`config.mk`:
```
export PLATFORM = sky130hd
export DESIGN_NAME = rssi_pwm_output_control
export DESIGN_NICKNAME = d
export VERILOG_FILES = /design/src/core/rssi_pwm_pkg.sv /design/src/core/pwm_channel.sv /design/src/core/rssi_pwm_output_control.sv
export VERILOG_INCLUDE_DIRS = /design/src /design/src/core
export SDC_FILE = /design/constraint.sdc
export NUM_CORES = 1
export LEC_CHECK = 0
export BUFFER_PORTS_ARGS = -buffer_cell sky130_fd_sc_hd__buf_4
export CAP_MARGIN = 20
export CORE_MARGIN = 8
export CORE_UTILIZATION = 48
export CTS_CLUSTER_DIAMETER = 100
export CTS_CLUSTER_SIZE = 12
export DETAILED_ROUTE_END_ITERATION = 16
export PLACE_DENSITY = 0.66
export SLEW_MARGIN = 20
export SYNTH_ARGS = -nofsm -noshare
export SYNTH_HDL_FRONTEND = slang
export SYNTH_SLANG_ARGS = --single-unit
```
`constraint.sdc`:
```
create_clock -name CLK -period 24 [get_ports CLK]
set_input_delay 4.8 -clock CLK [delete_from_list [all_inputs] [get_ports CLK]]
set_output_delay 4.8 -clock CLK [all_outputs]
set_load 0.01 [all_outputs]
```
`src/core/rssi_pwm_defs.svh`:
```
// Constants for the strength and pulse-width output block.
// Assumes a 50 MHz system clock and 32-bit word-aligned register access.
`ifndef RSSI_PWM_DEFS_SVH
`define RSSI_PWM_DEFS_SVH

// Clock and time base
`define CLK_PERIOD_NS        20
`define TICK_UNIT_NS         100000000
`define TICK_CYCLES          (`TICK_UNIT_NS / `CLK_PERIOD_NS)
`define PWM_PERIOD_NS        64000
`define PWM_PERIOD_CYCLES    (`PWM_PERIOD_NS / `CLK_PERIOD_NS)

// Step counts per period
`define PLAIN_STEPS          1023
`define STRENGTH_STEPS       445

// Strength to step mapping
`define STRENGTH_BASE_STEPS  107
`define STRENGTH_SLOPE_NUM   757
`define STRENGTH_SLOPE_DEN   100
`define STRENGTH_WEAK_SLOPE  4
`define STRENGTH_MIN_STEPS   5

// Register byte offsets
`define REG_FUNC_OFS         5'h00
`define REG_TIMERS_OFS       5'h04
`define REG_IADDR_OFS        5'h08
`define REG_LEVEL0_OFS       5'h0C
`define REG_LEVEL1_OFS       5'h10
`define REG_STATUS_OFS       5'h14

// Field positions
`define FUNC0_LSB            0
`define FUNC1_LSB            4
`define TIMEOUT_LSB          0
`define HOLD_LSB             8

// Reset values
`define FUNC0_RESET          2'h1
`define FUNC1_RESET          2'h0
`define TIMEOUT_RESET        8'hFF
`define HOLD_RESET           8'h28
`define HOLD_FOREVER         8'hFF
`define IADDR_RESET          16'hFFFF
`define LEVEL_RESET          10'h000

`endif

```
`src/core/rssi_pwm_pkg.sv`:
```
// Types shared by the strength and pulse-width output block.
// Assumes nothing beyond the constants header.
package rssi_pwm_pkg;

	typedef enum logic [1:0]
	{
		FUNC_OFF      = 2'b00,
		FUNC_STRENGTH = 2'b01,
		FUNC_PLAIN    = 2'b10
	} func_e;

	typedef enum logic
	{
		BUS_IDLE   = 1'b0,
		BUS_ANSWER = 1'b1
	} bus_state_e;

endpackage : rssi_pwm_pkg

```
`src/core/pwm_channel.sv`:
```
// One pulse-width generator with a fixed step count per fixed period.
// Assumes a level between 0 and STEPS; STEPS gives a steady high output.
`timescale 1ns/1ps
module pwm_channel #(
	parameter int unsigned STEPS         = 1023,
	parameter int unsigned PERIOD_CYCLES = 3200,
	parameter int unsigned LEVEL_W       = 10
) (
	// Clock and reset
	input  wire logic               clk,
	input  wire logic               rst,
	// Duty level and waveform
	input  wire logic [LEVEL_W-1:0] level,
	output logic                    pwm
);

	localparam int unsigned ACC_W = $clog2(PERIOD_CYCLES + STEPS) + 1;
	localparam int unsigned CNT_W = $clog2(STEPS + 1);
	localparam logic [ACC_W-1:0] ACC_ADD  = ACC_W'(STEPS);
	localparam logic [ACC_W-1:0] ACC_WRAP = ACC_W'(PERIOD_CYCLES);
	localparam logic [CNT_W-1:0] CNT_LAST = CNT_W'(STEPS - 1);

	if (STEPS < 2 || STEPS > PERIOD_CYCLES || STEPS >= (1 << LEVEL_W) + 1)
	begin : bad_param
		$error("pwm_channel: step count does not fit period or level width");
	end

	logic [ACC_W-1:0] acc_q;
	logic [ACC_W-1:0] acc_sum;
	logic [ACC_W-1:0] acc_d;
	logic             step;
	logic [CNT_W-1:0] cnt_q;
	logic [CNT_W-1:0] cnt_d;
	logic             pwm_d;

	// Fractional divider: STEPS enables per PERIOD_CYCLES clocks
	assign acc_sum = acc_q + ACC_ADD;
	assign step    = (acc_sum >= ACC_WRAP);
	assign acc_d   = step ? acc_sum - ACC_WRAP : acc_sum;
	assign cnt_d   = !step ? cnt_q : (cnt_q == CNT_LAST) ? '0 : cnt_q + 1'b1;
	assign pwm_d   = ({1'b0, cnt_q} < (LEVEL_W + 1)'(level));

	always_ff @(posedge clk or posedge rst)
	begin
		if (rst)
		begin
			acc_q <= '0;
			cnt_q <= '0;
			pwm   <= 1'b0;
		end
		else
		begin
			acc_q <= acc_d;
			cnt_q <= cnt_d;
			pwm   <= pwm_d;
		end
	end

endmodule : pwm_channel

```
`src/core/rssi_pwm_output_control.sv`:
```
// Two pulse-width outputs: strength display, plain level and remote line passing.
// Assumes an Avalon-MM master, and a radio receiver that flags each packet for one cycle.
//
// Contract
// - Channel 0 function select 0..2: off, strength, plain; resets to strength.
// - Channel 1 function select 0..2: off, unused, plain; resets to off.
// - Matching sender address passes remote analog sample 0 to channel 0.
// - Matching sender address passes remote analog sample 1 to channel 1.
// - One shared output timeout, 0..0xFF times 100 ms, default 0xFF.
// - Non-zero passed level starts timeout; on expiry output forced to zero.
// - Every valid sample packet restarts the output timeout; here only packets from the matching sender address restart it.
// - Strength hold setting 0..0xFF times 100 ms, default 0x28.
// - Strength display uses 445 steps per period, about 144 ns each.
// - Duty 0 inactive, 1 to 24 weak, 24 to 100 percent stronger.
// - 10, 20, 30 dB above sensitivity give 41, 58, 75 percent.
// - Non-zero hold shows last strength; low after hold without packets.
// - Strength output low from power-up until the first packet.
// - Hold setting 0xFF never times out; shows last packet forever.
// - Plain mode uses 64 us period, 0x03FF steps, 0x01FF half duty.
//
// The implementer's own choices: the register addresses and register access over Avalon-MM.
`timescale 1ns/1ps
`include "rssi_pwm_defs.svh"
module rssi_pwm_output_control #(
	parameter int unsigned TICK_CYCLES = `TICK_CYCLES,
	parameter int unsigned ADDR_W      = 16,
	parameter int unsigned SAMPLE_W    = 10
) (
	// Clock and reset
	input  wire logic                CLK,
	input  wire logic                RST,
	// Avalon-MM register slave
	input  wire logic [4:0]          AVS_ADDRESS,
	input  wire logic                AVS_READ,
	input  wire logic                AVS_WRITE,
	input  wire logic [31:0]         AVS_WRITEDATA,
	input  wire logic [3:0]          AVS_BYTEENABLE,
	output logic      [31:0]         AVS_READDATA,
	output logic                     AVS_WAITREQUEST,
	// Received packet events
	input  wire logic                PKT_VALID,
	input  wire logic [7:0]          PKT_STRENGTH_DB,
	input  wire logic                PKT_IO_VALID,
	input  wire logic [ADDR_W-1:0]   PKT_SRC_ADDR,
	input  wire logic [SAMPLE_W-1:0] REMOTE_ANALOG_IN_ZERO,
	input  wire logic [SAMPLE_W-1:0] REMOTE_ANALOG_IN_ONE,
	// Pulse outputs
	output logic                     PULSE_OUT_ZERO,
	output logic                     PULSE_OUT_ONE,
	// Function selectors, for observation
	output rssi_pwm_pkg::func_e      CHAN0_FUNCTION_SELECT,
	output rssi_pwm_pkg::func_e      CHAN1_FUNCTION_SELECT
);
	import rssi_pwm_pkg::*;

	localparam int unsigned TICK_W = $clog2(TICK_CYCLES + 1);
	localparam logic [TICK_W-1:0] TICK_LAST = TICK_W'(TICK_CYCLES - 1);

	if (TICK_CYCLES < 1 || ADDR_W < 1 || ADDR_W > 16 || SAMPLE_W != 10)
	begin : bad_param
		$error("rssi_pwm_output_control: unsupported parameter value");
	end

	// Byte-lane merge of a write into a register word
	function automatic logic [31:0] be_merge(input logic [31:0] old, input logic [31:0] wd, input logic [3:0] be);
		logic [31:0] res;
		res = old;
		for (int i = 0; i < 4; i++)
		begin
			if (be[i])
				res[8*i +: 8] = wd[8*i +: 8];
		end
		return res;
	endfunction : be_merge

	// Strength margin in dB to display steps
	function automatic logic [8:0] strength_steps(input logic [7:0] db);
		logic signed [17:0] dbx;
		logic signed [17:0] v;
		dbx = 18'(signed'(db));
		if (dbx >= 18'sd0)
			v = 18'sd`STRENGTH_BASE_STEPS + (dbx * 18'sd`STRENGTH_SLOPE_NUM) / 18'sd`STRENGTH_SLOPE_DEN;
		else
			v = 18'sd`STRENGTH_BASE_STEPS + dbx * 18'sd`STRENGTH_WEAK_SLOPE;
		if (v > 18'sd`STRENGTH_STEPS)
			v = 18'sd`STRENGTH_STEPS;
		if (v < 18'sd`STRENGTH_MIN_STEPS)
			v = 18'sd`STRENGTH_MIN_STEPS;
		return v[8:0];
	endfunction : strength_steps

	// Register state
	logic [1:0]          func0_q;
	logic [1:0]          func1_q;
	logic [7:0]          timeout_q;
	logic [7:0]          hold_q;
	logic [ADDR_W-1:0]   iaddr_q;
	logic [9:0]          level_q [2];
	bus_state_e          bus_q;
	logic [31:0]         rdata_q;

	// Bus decode
	logic                req;
	logic                wr_now;
	logic [31:0]         func_word;
	logic [31:0]         timers_word;
	logic [31:0]         iaddr_word;
	logic [31:0]         level_word [2];
	logic [31:0]         status_word;
	logic [31:0]         rd_mux;
	logic [31:0]         wr_func;
	logic [31:0]         wr_timers;
	logic [31:0]         wr_iaddr;
	logic [31:0]         wr_level [2];
	logic                hit_func;
	logic                hit_timers;
	logic                hit_iaddr;
	logic [1:0]          hit_level;

	assign req         = AVS_READ | AVS_WRITE;
	assign wr_now      = AVS_WRITE && (bus_q == BUS_ANSWER);
	assign hit_func    = (AVS_ADDRESS == `REG_FUNC_OFS);
	assign hit_timers  = (AVS_ADDRESS == `REG_TIMERS_OFS);
	assign hit_iaddr   = (AVS_ADDRESS == `REG_IADDR_OFS);
	assign hit_level   = {AVS_ADDRESS == `REG_LEVEL1_OFS, AVS_ADDRESS == `REG_LEVEL0_OFS};

	assign func_word   = 32'(func0_q) << `FUNC0_LSB | 32'(func1_q) << `FUNC1_LSB;
	assign timers_word = 32'(timeout_q) << `TIMEOUT_LSB | 32'(hold_q) << `HOLD_LSB;
	assign iaddr_word  = 32'(iaddr_q);
	assign wr_func     = be_merge(func_word, AVS_WRITEDATA, AVS_BYTEENABLE);
	assign wr_timers   = be_merge(timers_word, AVS_WRITEDATA, AVS_BYTEENABLE);
	assign wr_iaddr    = be_merge(iaddr_word, AVS_WRITEDATA, AVS_BYTEENABLE);

	// One wait cycle, then the answer
	assign AVS_WAITREQUEST = req && (bus_q == BUS_IDLE);
	assign AVS_READDATA    = rdata_q;

	// Shared 100 ms tick
	logic [TICK_W-1:0]   tick_cnt_q;
	logic                tick;

	assign tick = (tick_cnt_q == TICK_LAST);

	// Strength display state
	logic                shown_q;
	logic [7:0]          hold_cnt_q;
	logic [8:0]          str_level_q;
	logic [8:0]          str_duty;

	// Line passing state per channel
	logic                src_match;
	logic [SAMPLE_W-1:0] analog_in [2];
	logic [1:0]          pass_on_q;
	logic [1:0]          pass_run_q;
	logic [9:0]          pass_level_q [2];
	logic [7:0]          pass_cnt_q [2];
	logic [9:0]          plain_duty [2];
	logic [1:0]          plain_pwm;
	logic                str_pwm;

	assign src_match    = PKT_IO_VALID && (PKT_SRC_ADDR == iaddr_q);
	assign analog_in[0] = REMOTE_ANALOG_IN_ZERO;
	assign analog_in[1] = REMOTE_ANALOG_IN_ONE;

	for (genvar c = 0; c < 2; c++)
	begin : g_lw
		assign level_word[c] = 32'(level_q[c]);
		assign wr_level[c]   = be_merge(level_word[c], AVS_WRITEDATA, AVS_BYTEENABLE);
	end

	assign status_word = {7'h00, str_level_q, 1'b0, plain_duty[0], shown_q, pass_run_q, PULSE_OUT_ONE, PULSE_OUT_ZERO};
	assign rd_mux = hit_func     ? func_word :
	                hit_timers   ? timers_word :
	                hit_iaddr    ? iaddr_word :
	                hit_level[0] ? level_word[0] :
	                hit_level[1] ? level_word[1] :
	                (AVS_ADDRESS == `REG_STATUS_OFS) ? status_word : 32'h0000_0000;

	// Bus slave sequencing
	always_ff @(posedge CLK or posedge RST)
	begin
		if (RST)
		begin
			bus_q   <= BUS_IDLE;
			rdata_q <= 32'h0000_0000;
		end
		else
		begin
			bus_q   <= (req && bus_q == BUS_IDLE) ? BUS_ANSWER : BUS_IDLE;
			rdata_q <= (AVS_READ && bus_q == BUS_IDLE) ? rd_mux : rdata_q;
		end
	end

	always_ff @(posedge CLK or posedge RST)
	begin
		if (RST)
		begin
			func0_q   <= `FUNC0_RESET;
			func1_q   <= `FUNC1_RESET;
			timeout_q <= `TIMEOUT_RESET;
			hold_q    <= `HOLD_RESET;
			iaddr_q   <= ADDR_W'(`IADDR_RESET);
		end
		else if (wr_now)
		begin
			if (hit_func)
			begin
				func0_q <= wr_func[`FUNC0_LSB +: 2];
				func1_q <= wr_func[`FUNC1_LSB +: 2];
			end
			if (hit_timers)
			begin
				timeout_q <= wr_timers[`TIMEOUT_LSB +: 8];
				hold_q    <= wr_timers[`HOLD_LSB +: 8];
			end
			if (hit_iaddr)
				iaddr_q <= wr_iaddr[ADDR_W-1:0];
		end
	end

	assign CHAN0_FUNCTION_SELECT = (func0_q == 2'h1) ? FUNC_STRENGTH : (func0_q == 2'h2) ? FUNC_PLAIN : FUNC_OFF;
	assign CHAN1_FUNCTION_SELECT = (func1_q == 2'h2) ? FUNC_PLAIN : FUNC_OFF;

	always_ff @(posedge CLK or posedge RST)
	begin
		if (RST)
			tick_cnt_q <= '0;
		else
			tick_cnt_q <= tick ? '0 : tick_cnt_q + 1'b1;
	end

	always_ff @(posedge CLK or posedge RST)
	begin
		if (RST)
		begin
			shown_q     <= 1'b0;
			hold_cnt_q  <= 8'h00;
			str_level_q <= 9'h000;
		end
		else if (PKT_VALID)
		begin
			str_level_q <= strength_steps(PKT_STRENGTH_DB);
			shown_q     <= (hold_q != 8'h00);
			hold_cnt_q  <= hold_q;
		end
		else if (hold_q == 8'h00)
			shown_q <= 1'b0;
		else if (tick && shown_q && hold_q != `HOLD_FOREVER)
		begin
			shown_q    <= (hold_cnt_q > 8'h01);
			hold_cnt_q <= hold_cnt_q - 8'h01;
		end
	end

	assign str_duty = shown_q ? str_level_q : 9'h000;

	for (genvar c = 0; c < 2; c++)
	begin : g_pass
		// Level register; a write hands the channel back to software unless a matching packet arrives in the same cycle
		always_ff @(posedge CLK or posedge RST)
		begin
			if (RST)
				level_q[c] <= `LEVEL_RESET;
			else if (wr_now && hit_level[c])
				level_q[c] <= wr_level[c][9:0];
		end

		always_ff @(posedge CLK or posedge RST)
		begin
			if (RST)
			begin
				pass_on_q[c]    <= 1'b0;
				pass_run_q[c]   <= 1'b0;
				pass_level_q[c] <= 10'h000;
				pass_cnt_q[c]   <= 8'h00;
			end
			else if (src_match)
			begin
				pass_on_q[c]    <= 1'b1;
				pass_level_q[c] <= analog_in[c];
				pass_run_q[c]   <= (analog_in[c] != 10'h000);
				pass_cnt_q[c]   <= timeout_q;
			end
			else if (wr_now && hit_level[c])
			begin
				pass_on_q[c]  <= 1'b0;
				pass_run_q[c] <= 1'b0;
			end
			else if (tick && pass_run_q[c])
			begin
				if (pass_cnt_q[c] == 8'h00)
				begin
					pass_run_q[c]   <= 1'b0;
					pass_level_q[c] <= 10'h000;
				end
				else
					pass_cnt_q[c] <= pass_cnt_q[c] - 8'h01;
			end
		end

		assign plain_duty[c] = pass_on_q[c] ? pass_level_q[c] : level_q[c];

		pwm_channel #(
			.STEPS         (`PLAIN_STEPS),
			.PERIOD_CYCLES (`PWM_PERIOD_CYCLES),
			.LEVEL_W       (10)
		) u_plain (
			.clk   (CLK),
			.rst   (RST),
			.level (plain_duty[c]),
			.pwm   (plain_pwm[c])
		);
	end

	pwm_channel #(
		.STEPS         (`STRENGTH_STEPS),
		.PERIOD_CYCLES (`PWM_PERIOD_CYCLES),
		.LEVEL_W       (9)
	) u_strength (
		.clk   (CLK),
		.rst   (RST),
		.level (str_duty),
		.pwm   (str_pwm)
	);

	always_ff @(posedge CLK or posedge RST)
	begin
		if (RST)
		begin
			PULSE_OUT_ZERO <= 1'b0;
			PULSE_OUT_ONE  <= 1'b0;
		end
		else
		begin
			PULSE_OUT_ZERO <= (CHAN0_FUNCTION_SELECT == FUNC_STRENGTH) ? str_pwm :
			                  (CHAN0_FUNCTION_SELECT == FUNC_PLAIN) ? plain_pwm[0] : 1'b0;
			PULSE_OUT_ONE  <= (CHAN1_FUNCTION_SELECT == FUNC_PLAIN) ? plain_pwm[1] : 1'b0;
		end
	end

endmodule : rssi_pwm_output_control

```
### After elaboration in Yosys (flattened, before gate mapping)

Cells that the tools add are included.

* register bits after elaboration: 245
* latch bits: 0
* bits in writable memories: 0
* ROM bits: 0
* input port bits: 91
* output and inout bits: 39
* memories kept: 0

* $add $sub $neg: 15
* $mul: 1
* div/mod/pow operators: 1
* magnitude comparators: 10
* eq/ne operators: 22
* shifts and indexed selects: 0
* multiplexer cells: 65
* bitwise logic cells: 4
* reduce and logical (&&, ||, !) cells: 44

Operators by type and width (number)
* $mux W25: 6
* $mux W10: 12
* $mux W8: 13
* $mux W18: 4
* $add A14 B10 Y14 const B: 2
* $ge A14 B12 Y1 const B: 2
* $mux W14: 2
* $sub A14 B12 Y14 const B: 2
* $mux W9: 3
* $logic_not A8 Y1: 3
* $sub A8 B1 Y8 const B: 3
* $add A23 B1 Y23 const B: 1
* $eq A23 B23 Y1 const B: 1
* $mux W23: 1
* $add A10 B1 Y10 const B: 2
* $eq A10 B10 Y1 const B: 2
* $lt A10 B10 Y1: 2
* $reduce_bool A10 Y1: 2
* $mux W1: 19
* $add A8 B18 Y18 const A: 1
* $div A18 B8 Y18 const B: 1
* $gt A18 B10 Y1 const B: 1
* $lt A18 B4 Y1 const B: 1
* $mul A8 B11 Y18 const B: 1
* 31 further kinds: 75

### Logic depth before layout (Yosys ltp)

Gate-level depths: netlist of the first run.

* depth in word-level cells: 10
* mapped depth: 58
* depth with buffers taken out: 50

### Hierarchy

Synthesis of the first run repeated with hierarchy kept, for this count alone.

* cell total of the unflattened synthesis: 2156
* area total of the unflattened synthesis: 19496.2 µm²

Modules (own cells, without submodules)
* rssi_pwm_output_control: times used 1, cells each 1623, area an instance 14277.4 µm²
* pwm_channel (g_pass[0].u_plain ...): times used 2, cells each 190, area an instance 1840.5 µm²
* pwm_channel (u_strength): times used 1, cells each 153, area an instance 1537.7 µm²

### Least setup slack after synthesis of the first run

No wires, ideal clock.

* kind: input port to flip-flop
* start point: in PKT_STRENGTH_DB[5]
* end point: reg str_level_q[1]
* setup time: 0.120 ns
* data arrival time: 17.533 ns
* required time: 23.880 ns
* setup slack: 6.347 ns
* cell stages on the path: 51
* buffers on the path: 3
* cells stage by stage: clkbuf_1 inv_1 ha_1 fa_1 inv_1 fa_1 fa_1 inv_1 ha_1 and3_1 and2_1 a21o_1 or3_1 a31o_1 o211a_1 nor4_1 nor2_1 a221oi_1 [... 15 more ...] mux2_2 inv_1 a211oi_1 or3_1 nand2_1 and2_1 ha_1 nand2_1 o21ai_0 xor2_1 or2b_1 a21oi_1 a311oi_4 xor2_1 a21oi_1 or4b_1 a211o_1 a41o_1

* cells in the longest elaborated chain, start to end: 10

RTL lines
* start, declared: RTL line rssi_pwm_output_control.sv:42 `input wire logic [7:0] PKT_STRENGTH_DB,`
* $mul A8 B11 Y18 (no source line)
* $div A18 B8 Y18 (no source line)
* $add A8 B18 Y18 (no source line)
* $mux W18 *: RTL line rssi_pwm_output_control.sv:81 `if (dbx >= 18'sd0)`
* $mux W18 *: RTL line rssi_pwm_output_control.sv:240 `else if (PKT_VALID)`
* $gt A18 B10 Y1 (no source line)
* $mux W18 *: RTL line rssi_pwm_output_control.sv:85 `` if (v > 18'sd`STRENGTH_STEPS) ``
* $mux W18 *: RTL line rssi_pwm_output_control.sv:240
* $lt A18 B4 Y1 (no source line)
* $mux W9 *: RTL line rssi_pwm_output_control.sv:87 `` if (v < 18'sd`STRENGTH_MIN_STEPS) ``
* end signal, assigned: RTL line rssi_pwm_output_control.sv:242 `str_level_q <= strength_steps(PKT_STRENGTH_DB);`
* end, declared: RTL line rssi_pwm_output_control.sv:147 `logic [8:0] str_level_q;`

Mark *: on every way between the ends. The rest lies on a longest branch, timed or not. The select of a mux whose other input is x is not followed.
A chain may end at the register's enable or synchronous reset.

### Worst setup path in the final report of the first run

Ends and elaborated chain as after synthesis.

==> results of run 1 <==
-- per-stage QoR --
step | util, % | instances | instance area [sq um] | worst slack [ns]
floorplan | - | 1981 | 17900 | 6.35
global placement | 51.9 | 2495 | 19000 | 4.67
detailed placement | 51.9 | 2495 | 19000 | 4.48
CTS | 53.7 | 2536 | 19600 | 5.01
global route | 53.7 | 2537 | 19700 | 3.90
finish | 53.7 | 2537 | 19700 | 4.82
-- worst reg2reg max path, stage by stage (launching register included) --
cell and delay, ns:
dfrtp_1 0.40, nor2_1 0.13, nand3_1 0.14, nor4_1 0.45
nand2_1 0.13, xor2_1 0.20, and3_1 0.21, nor3b_1 0.66
nor2_1 0.43, or2_2 0.42, or3_1 0.31, a21oi_1 0.14
-- synth_stat cells (8+ instances only) --
library cell	number
a211o_1	9
a211oi_1	22
a21o_1	21
a21oi_1	80
a221oi_1	20
a22o_1	25
a22oi_1	12
a31oi_1	22
and2_1	22
and3_1	24
and4_1	8
buf_4	13
clkbuf_1	42
dfrtp_1	211
dfstp_2	27
fa_1	21
ha_1	99
inv_1	85
mux2_2	67
mux2i_1	33
nand2_1	192
nand2b_1	23
nand3_1	63
nand4_1	24
nor2_1	176
nor2b_1	34
nor3_1	36
nor3b_1	9
nor4_1	24
nor4b_1	8
o211a_1	8
o211ai_1	15
o21a_1	14
o21ai_0	121
o22ai_1	15
o31ai_1	19
or2_2	8
or3_1	14
or4_1	12
xnor2_1	79
xor2_1	69
-- final cells by class --
class / count / area [sq um]
flip-flops and latches: 238 / 5990
clock buffers: 40 / 639
repair buffers: 114 / 857
inverters: 85 / 327
well taps: 468 / 586
fillers: 3420 / 16900
multi-input cells: 1591 / 11300
clock inverters: 1 / 20.0
-- cell families after synthesis --
kind of cell | synth area share [%]
flops | 33.6
mux | 6.21
buf+inv | 3.68
xor+xnor | 7.27
simple gates | 19.5
compound gates | 20.4
fa+ha+maj | 9.30
other cells | 0.0210
-- sequential cells by signal (all words and copies together) (netlist names), 2 cells and up --
signal / cells
AVS_READDATA: 25
func0_q: 2
func1_q: 2
g_pass.u_plain.acc_q: 28
g_pass.u_plain.cnt_q: 20
g_pass.u_plain.pwm: 2
hold_cnt_q: 8
hold_q: 8
iaddr_q: 16
level_q: 20
pass_cnt_q: 16
pass_level_q: 20
pass_on_q: 2
pass_run_q: 2
str_level_q: 9
tick_cnt_q: 23
timeout_q: 8
u_strength.acc_q: 13
u_strength.cnt_q: 9
-- layer usage --
| layer | vias up | GRT usage (%) | share of wire (%) |
|---|---|---|---|
| met5 | - | 0 | 0.019 |
| met4 | 2 | 5.27 | 2.1 |
| met3 | 71 | 2.95 | 5.3 |
| met2 | 392 | 32.6 | 45 |
| met1 | 7438 | 29.3 | 48 |
| li1 | 7386 | - | - |
-- final timing paths --
check,start,to,slack [ns]
hold reg to reg,g_pass[1].u_plain.pwm$_DFF_PP0_,PULSE_OUT_ONE$_DFF_PP0_,0.46
min in group asynchronous,RST,g_pass[0].u_plain.pwm$_DFF_PP0_,4.37
setup / recovery,PKT_STRENGTH_DB[5],str_level_q[1]$_DFFE_PP0P_,4.82
hold / removal,g_pass[1].u_plain.pwm$_DFF_PP0_,PULSE_OUT_ONE$_DFF_PP0_,0.46
setup reg to reg,g_pass[1].u_plain.acc_q[2]$_DFF_PP0_,g_pass[1].u_plain.cnt_q[7]$_DFFE_PP0N_,20.31
max in group asynchronous,RST,pass_cnt_q[1]$_DFFE_PP0P_,18.30
==> summary.txt, run 1 <==
Logic synthesis
  • Synth Register Bits: between 200 and 250
  • Register area share after synthesis: 33.6%
  • Dominant synthesized flop cell: dfrtp_1
  • Warnings, synthesis: 0
  • Post-synth EDFFs: 0
  • Syn avg cell area: 9.03 sq um
  • Synth cell types: 106
  • Leading post-synthesis cells by cell area: dfrtp_1 (30%), ha_1 (6.9%), mux2_2 (4.2%)
  • Leading area contributor after synthesis: dfrtp_1
  • Cell area after synthesis: 17800 sq um
  • Fraction of synthesized cell area taken by the top area cell type: 29.6%
  • Post-synthesis instance total: 1974
  • Proportion of synthesized flip-flops having asynchronous set or reset: 100%

Clock tree
  • Clock tree from TritonCTS: done
  • Clock Latency Late Sink: 0.52 ns
  • # clock sinks: 238
  • Buffer cell driving the clock tree root: clkbuf_16
  • Clock transition at path regs: roughly 0.060 ns
  • Deepest level of the CTS H-tree: 1
  • Post-CTS setup-driven buffer insertion count: 0
  • Inserted Clock Buffers: 23
  • Clock tree buffer depth: 3
  • Hold buffers post-CTS: 0
  • Quantity of gates resized following cts: 0

Floorplan
  • Number of top-level design ports: 130
  • Die Ht: 209 microns
  • Number of rows in the core area: 70
  • Placeable core area: between 30000 and 40000 sq um
  • Die X: approximately 210 microns
  • Die footprint: 43600 sq um
  • Effective utilization at floorplan: 48.7%

Min path
  • Hold/Removal Path Class: reg -> reg
  • Worst hold stages: 1

Worst setup path
  • Worst Path Arrival: between 15 and 20 ns
  • Worst Path Max Fanout: 18
  • Type of destination of the critical path: register
  • Worst Path Buf+Inv: 4
  • Biggest cell delay along the critical path: about 0.7 ns
  • Worst Setup Start Kind: primary input
  • Instance count on the critical path: 49
  • Worst r2r path cells: 11
  • Worst path required time: 24.41 ns
  • Cell at the slowest stage of the critical path: a2111oi_1
  • Family with the most delay on the worst path: compound AO/OA/AOI/OAI gates
  • Worst setup path category: in -> reg

Finish
  • P&R area growth vs syn: 10.3%
  • Ant. Diodes: 0
  • Nets: between 2000 and 2500
  • Commonest cells after routing, fill and taps aside: dfrtp_1 (211), nand2_1 (192), nor2_1 (175)
  • Most common library cell in the layout ignoring fill and taps: dfrtp_1
  • Share of final-layout standard cells stronger than drive strength 1: 13.8%

Global route
  • Aggregate global routing overflow: 0
  • Gr usage total: 20.6%
  • Via count of the first global-routing pass: roughly 15000
  • Wire length of the first global-routing pass: around 77000 microns
  • Initial antenna violation count: 1
  • Pin count of the biggest net entering global routing: 91

STA
  • Tightest hold margin: 0.456 ns
  • Unrepaired setup endpoints after global routing: no
  • Actual transition at the worst max-transition pin: 0.980 ns
  • Final worst path period need: 19.18 ns
  • Post-Route Skew: 0.0183 ns
  • Max-slew violation count: 0
  • Relative slew slack: 34.7%
  • Final Cycle Share: 79.9%
  • Number of endpoints with negative hold slack in the final report: 0
  • Setup total negative slack: 0 ns
  • Count of endpoints failing setup in the final report: 0
  • Maximum frequency from static timing analysis: 52.1 MHz

Run
  • # Max-Cap Violations: 0

Route
  • Drt pass-1 iters: 5
  • Post-Route WL: ~46000 microns
  • First DRT Iteration DRCs: 1259
  • DRC Markers: 0
  • Vias per Instance: 6.03
  • Post-route antenna net violation count: 0
  • Wirelength per Cell: 18.2 microns
  • Count of vias placed by the detailed router: 15300

Placement
  • Global placement routability congestion: between 0.8 and 0.9
  • Half-perimeter wire length of the detailed placement result: between 30000 and 40000 microns
  • Number of buffers added on ports: 103

Status
  • Run status: completed
Power of run 1 is not shown: default switching activity piles up to over one toggle a cycle in this logic, so the estimate is an artifact.
==> run 2: changes to the inputs <==
--- a/config.mk
+++ b/config.mk
@@ -13,7 +13,7 @@
 export CTS_CLUSTER_DIAMETER = 100
 export CTS_CLUSTER_SIZE = 12
 export DETAILED_ROUTE_END_ITERATION = 16
-export PLACE_DENSITY = 0.66
+export PLACE_DENSITY = 0.68
 export SLEW_MARGIN = 20
 export SYNTH_ARGS = -nofsm -noshare
 export SYNTH_HDL_FRONTEND = slang
==> constraint.sdc (replaced) <==
create_clock -name CLK -period 16.4 [get_ports CLK]
set_input_delay 3.28 -clock CLK [delete_from_list [all_inputs] [get_ports CLK]]
set_output_delay 3.28 -clock CLK [all_outputs]
set_load 0.01 [all_outputs]
==> summary.txt, run 2 (synthesis results as in run 1) <==
STA
  • Final worst path period need: 15.82 ns
  • Post-Route Skew: 0.0357 ns (was 0.0183 ns)
  • Actual transition at the worst max-transition pin: 1.03 ns (was 0.980 ns)
  • Max-slew violation count: 0 (unchanged)
  • Maximum frequency from static timing analysis: 63.2 MHz
  • Count of endpoints failing setup in the final report: 0 (unchanged)
  • Post-route worst setup slack: 0.584 ns (was 4.82 ns)
  • Number of endpoints with negative hold slack in the final report: 0 (unchanged)
  • Relative slew slack: 31.6% (was 34.7%)
  • Final Cycle Share: 96.4%
  • Tightest hold margin: 0.451 ns (was 0.456 ns)

Floorplan
  • Placeable core area: 36600 sq um (unchanged)
  • Die X: 209 microns (unchanged)
  • Die footprint: 43600 sq um (unchanged)
  • Number of rows in the core area: 70 (unchanged)
  • Die Ht: 209 microns (unchanged)
  • Effective utilization at floorplan: 48.7% (unchanged)
  • Number of top-level design ports: 130 (unchanged)

Worst setup path
  • Cell at the slowest stage of the critical path: or4_4 (was a2111oi_1)
  • Worst r2r path cells: 11 (unchanged)
  • Worst setup path category: in -> reg (unchanged)
  • Family with the most delay on the worst path: compound AO/OA/AOI/OAI gates (unchanged)
  • Type of destination of the critical path: register (unchanged)
  • Worst Setup Start Kind: primary input (unchanged)
  • Worst R2R Setup Slack: 12.70 ns (was 20.31 ns)
  • Worst Path Max Fanout: 8 (was 18)
  • Dominant cell type by count on the critical path: inv_1
  • End of the worst register-to-register path: g_pass[1].u_plain.cnt_q[9]$_DFFE_PP0N_ (was g_pass[1].u_plain.cnt_q[7]$_DFFE_PP0N_)
  • Biggest cell delay along the critical path: 0.58 ns (was 0.70 ns)
  • Worst path required time: 16.82 ns (was 24.41 ns)
  • Worst Path Arrival: 16.24 ns (was 19.59 ns)
  • Worst Path Buf+Inv: 6 (was 4)
  • Source of the worst register-to-register timing path: g_pass[1].u_plain.acc_q[2]$_DFF_PP0_ (unchanged)

Placement
  • Number of buffers added on ports: 103 (unchanged)
  • Post-Place Worst Slack: -0.0943 ns (was 4.48 ns)
  • Placed Instance Area: 19800 sq um (was 19000 sq um)
  • Total placed cells including tap cells: 2603 (was 2495)
  • Half-perimeter wire length of the detailed placement result: 36500 microns (was 35100 microns)
  • Global placement routability congestion: 0.903 (was 0.898)

Min path
  • Worst hold stages: 1 (unchanged)
  • Hold endpoint: PULSE_OUT_ONE$_DFF_PP0_ (unchanged)
  • Hold/Removal Path Class: reg -> reg (unchanged)
  • Worst Min Path Start: g_pass[1].u_plain.pwm$_DFF_PP0_ (unchanged)

Run
  • # Max-Cap Violations: 0 (unchanged)

Clock tree
  • Clock tree buffer depth: 3 (unchanged)
  • Clock Latency Late Sink: 0.54 ns (was 0.52 ns)
  • Deepest level of the CTS H-tree: 1 (unchanged)
  • # clock sinks: 238 (unchanged)
  • Clock transition at path regs: 0.06 ns (about the same)
  • Buffer cell driving the clock tree root: clkbuf_16 (unchanged)
  • Hold buffers post-CTS: 0 (unchanged)
  • Clock tree from TritonCTS: done (unchanged)
  • Inserted Clock Buffers: 23 (unchanged)

Finish
  • Number of inserted filler cells in the final layout: 3307 (was 3420)
  • Nets: 2378 (was 2264)
  • Commonest cells after routing, fill and taps aside: buf_4 (228), dfrtp_1 (211), nand2_1 (191) (was dfrtp_1 (211), nand2_1 (192), nor2_1 (175))
  • P&R area growth vs syn: 16.2% (was 10.3%)
  • Max reg flops: 28 (unchanged)
  • Most common library cell in the layout ignoring fill and taps: buf_4 (was dfrtp_1)
  • Final non-filler cell area: 20700 sq um (was 19700 sq um)
  • Register containing the most flip-flops in the final layout: g_pass.u_plain.acc_q (unchanged)
  • Final non-filler cell total: 2651 (was 2537)
  • Share of final-layout standard cells stronger than drive strength 1: 19.6% (was 13.8%)
  • Ant. Diodes: 0 (unchanged)

Route
  • DRC Markers: 0 (unchanged)
  • First DRT Iteration DRCs: 1091 (was 1259)
  • Post-route antenna net violation count: 0 (unchanged)
  • Post-Route WL: 47400 microns (was 46300 microns)
  • Drt pass-1 iters: 6 (was 5)
  • Wirelength per Cell: 17.9 microns (was 18.2 microns)
  • Count of vias placed by the detailed router: 15800 (was 15300)
  • Vias per Instance: 5.96 (was 6.03)

Global route
  • Pin count of the biggest net entering global routing: 109 (was 91)
  • Wire length of the first global-routing pass: 78500 microns (was 76600 microns)
  • Via count of the first global-routing pass: 15500 (was 14800)
  • Gr usage total: 21.1% (was 20.6%)
  • Initial antenna violation count: 1 (unchanged)
  • Aggregate global routing overflow: 0 (unchanged)

Status
  • Run status: completed (unchanged)
[run 2: timing repair]
| action | CTS | global route |
|---|---|---|
| setup buffers | 0 | 7 |
| endpoints found under the setup margin | 0 | 9 |
| resized for setup | 0 | 41 |
[run 2: worst max path at each step]
| stage | startpoint | end | slack, ns | cells after the start |
|---|---|---|---|---|
| after floorplan | PKT_STRENGTH_DB[5] | str_level_q[1]$_DFFE_PP0P_ | 0.27 | 51 |
| after global placement | PKT_STRENGTH_DB[2] | str_level_q[1]$_DFFE_PP0P_ | 0.005 | 51 |
| after detailed placement | PKT_STRENGTH_DB[2] | str_level_q[1]$_DFFE_PP0P_ | -0.09 | 51 |
| after CTS | PKT_STRENGTH_DB[2] | str_level_q[1]$_DFFE_PP0P_ | 0.42 | 53 |
| after global routing | PKT_STRENGTH_DB[2] | str_level_q[1]$_DFFE_PP0P_ | -0.08 | 54 |
| final | PKT_STRENGTH_DB[2] | str_level_q[1]$_DFFE_PP0P_ | 0.58 | 51 |
[run 2: area by class of cell]
cell class                      count  area [sq um]  share of cell area (%)
Tap cell                          468           586                    2.83
Multi-Input combinational cell   1591         11400                    55.2
Clock buffer                       40           649                    3.13
Inverter                           85           327                    1.58
Sequential cell                   238          5990                    28.9
Timing Repair Buffer              228          1710                    8.26
Clock inverter                      1          20.0                  0.0966
[run 2: metrics by stage]
step | utilization, % | setup TNS, ns
finish | 56.6 | 0
CTS | 55.9 | 0
detailed placement | 54.1 | -0.249
floorplan | - | 0
global route | 56.6 | -0.159
global placement | 54.1 | 0
[run 2: per-layer routing]
metal | routed length, microns | global-route usage [%] | vias up
met3 | 2230 | 2.59 | 57
li1 | - | - | 7613
met2 | 21900 | 34.2 | 410
met1 | 22400 | 29.7 | 7719
met4 | 886 | 4.96 | 0
met5 | 0 | 0 | -
[run 2: worst reg2reg max path, stage by stage, from the launching register on]
cell and delay (ns):
dfrtp_1 0.41, nor2_1 0.14, nand3_1 0.15, nor4_1 0.44, nand2_1 0.13, xor2_1 0.20, and3_1 0.21, nor3b_1 0.64
nor2_1 0.43, or2_2 0.43, or3_1 0.31, a21oi_1 0.14
Power of run 2 is left out for the same reason.
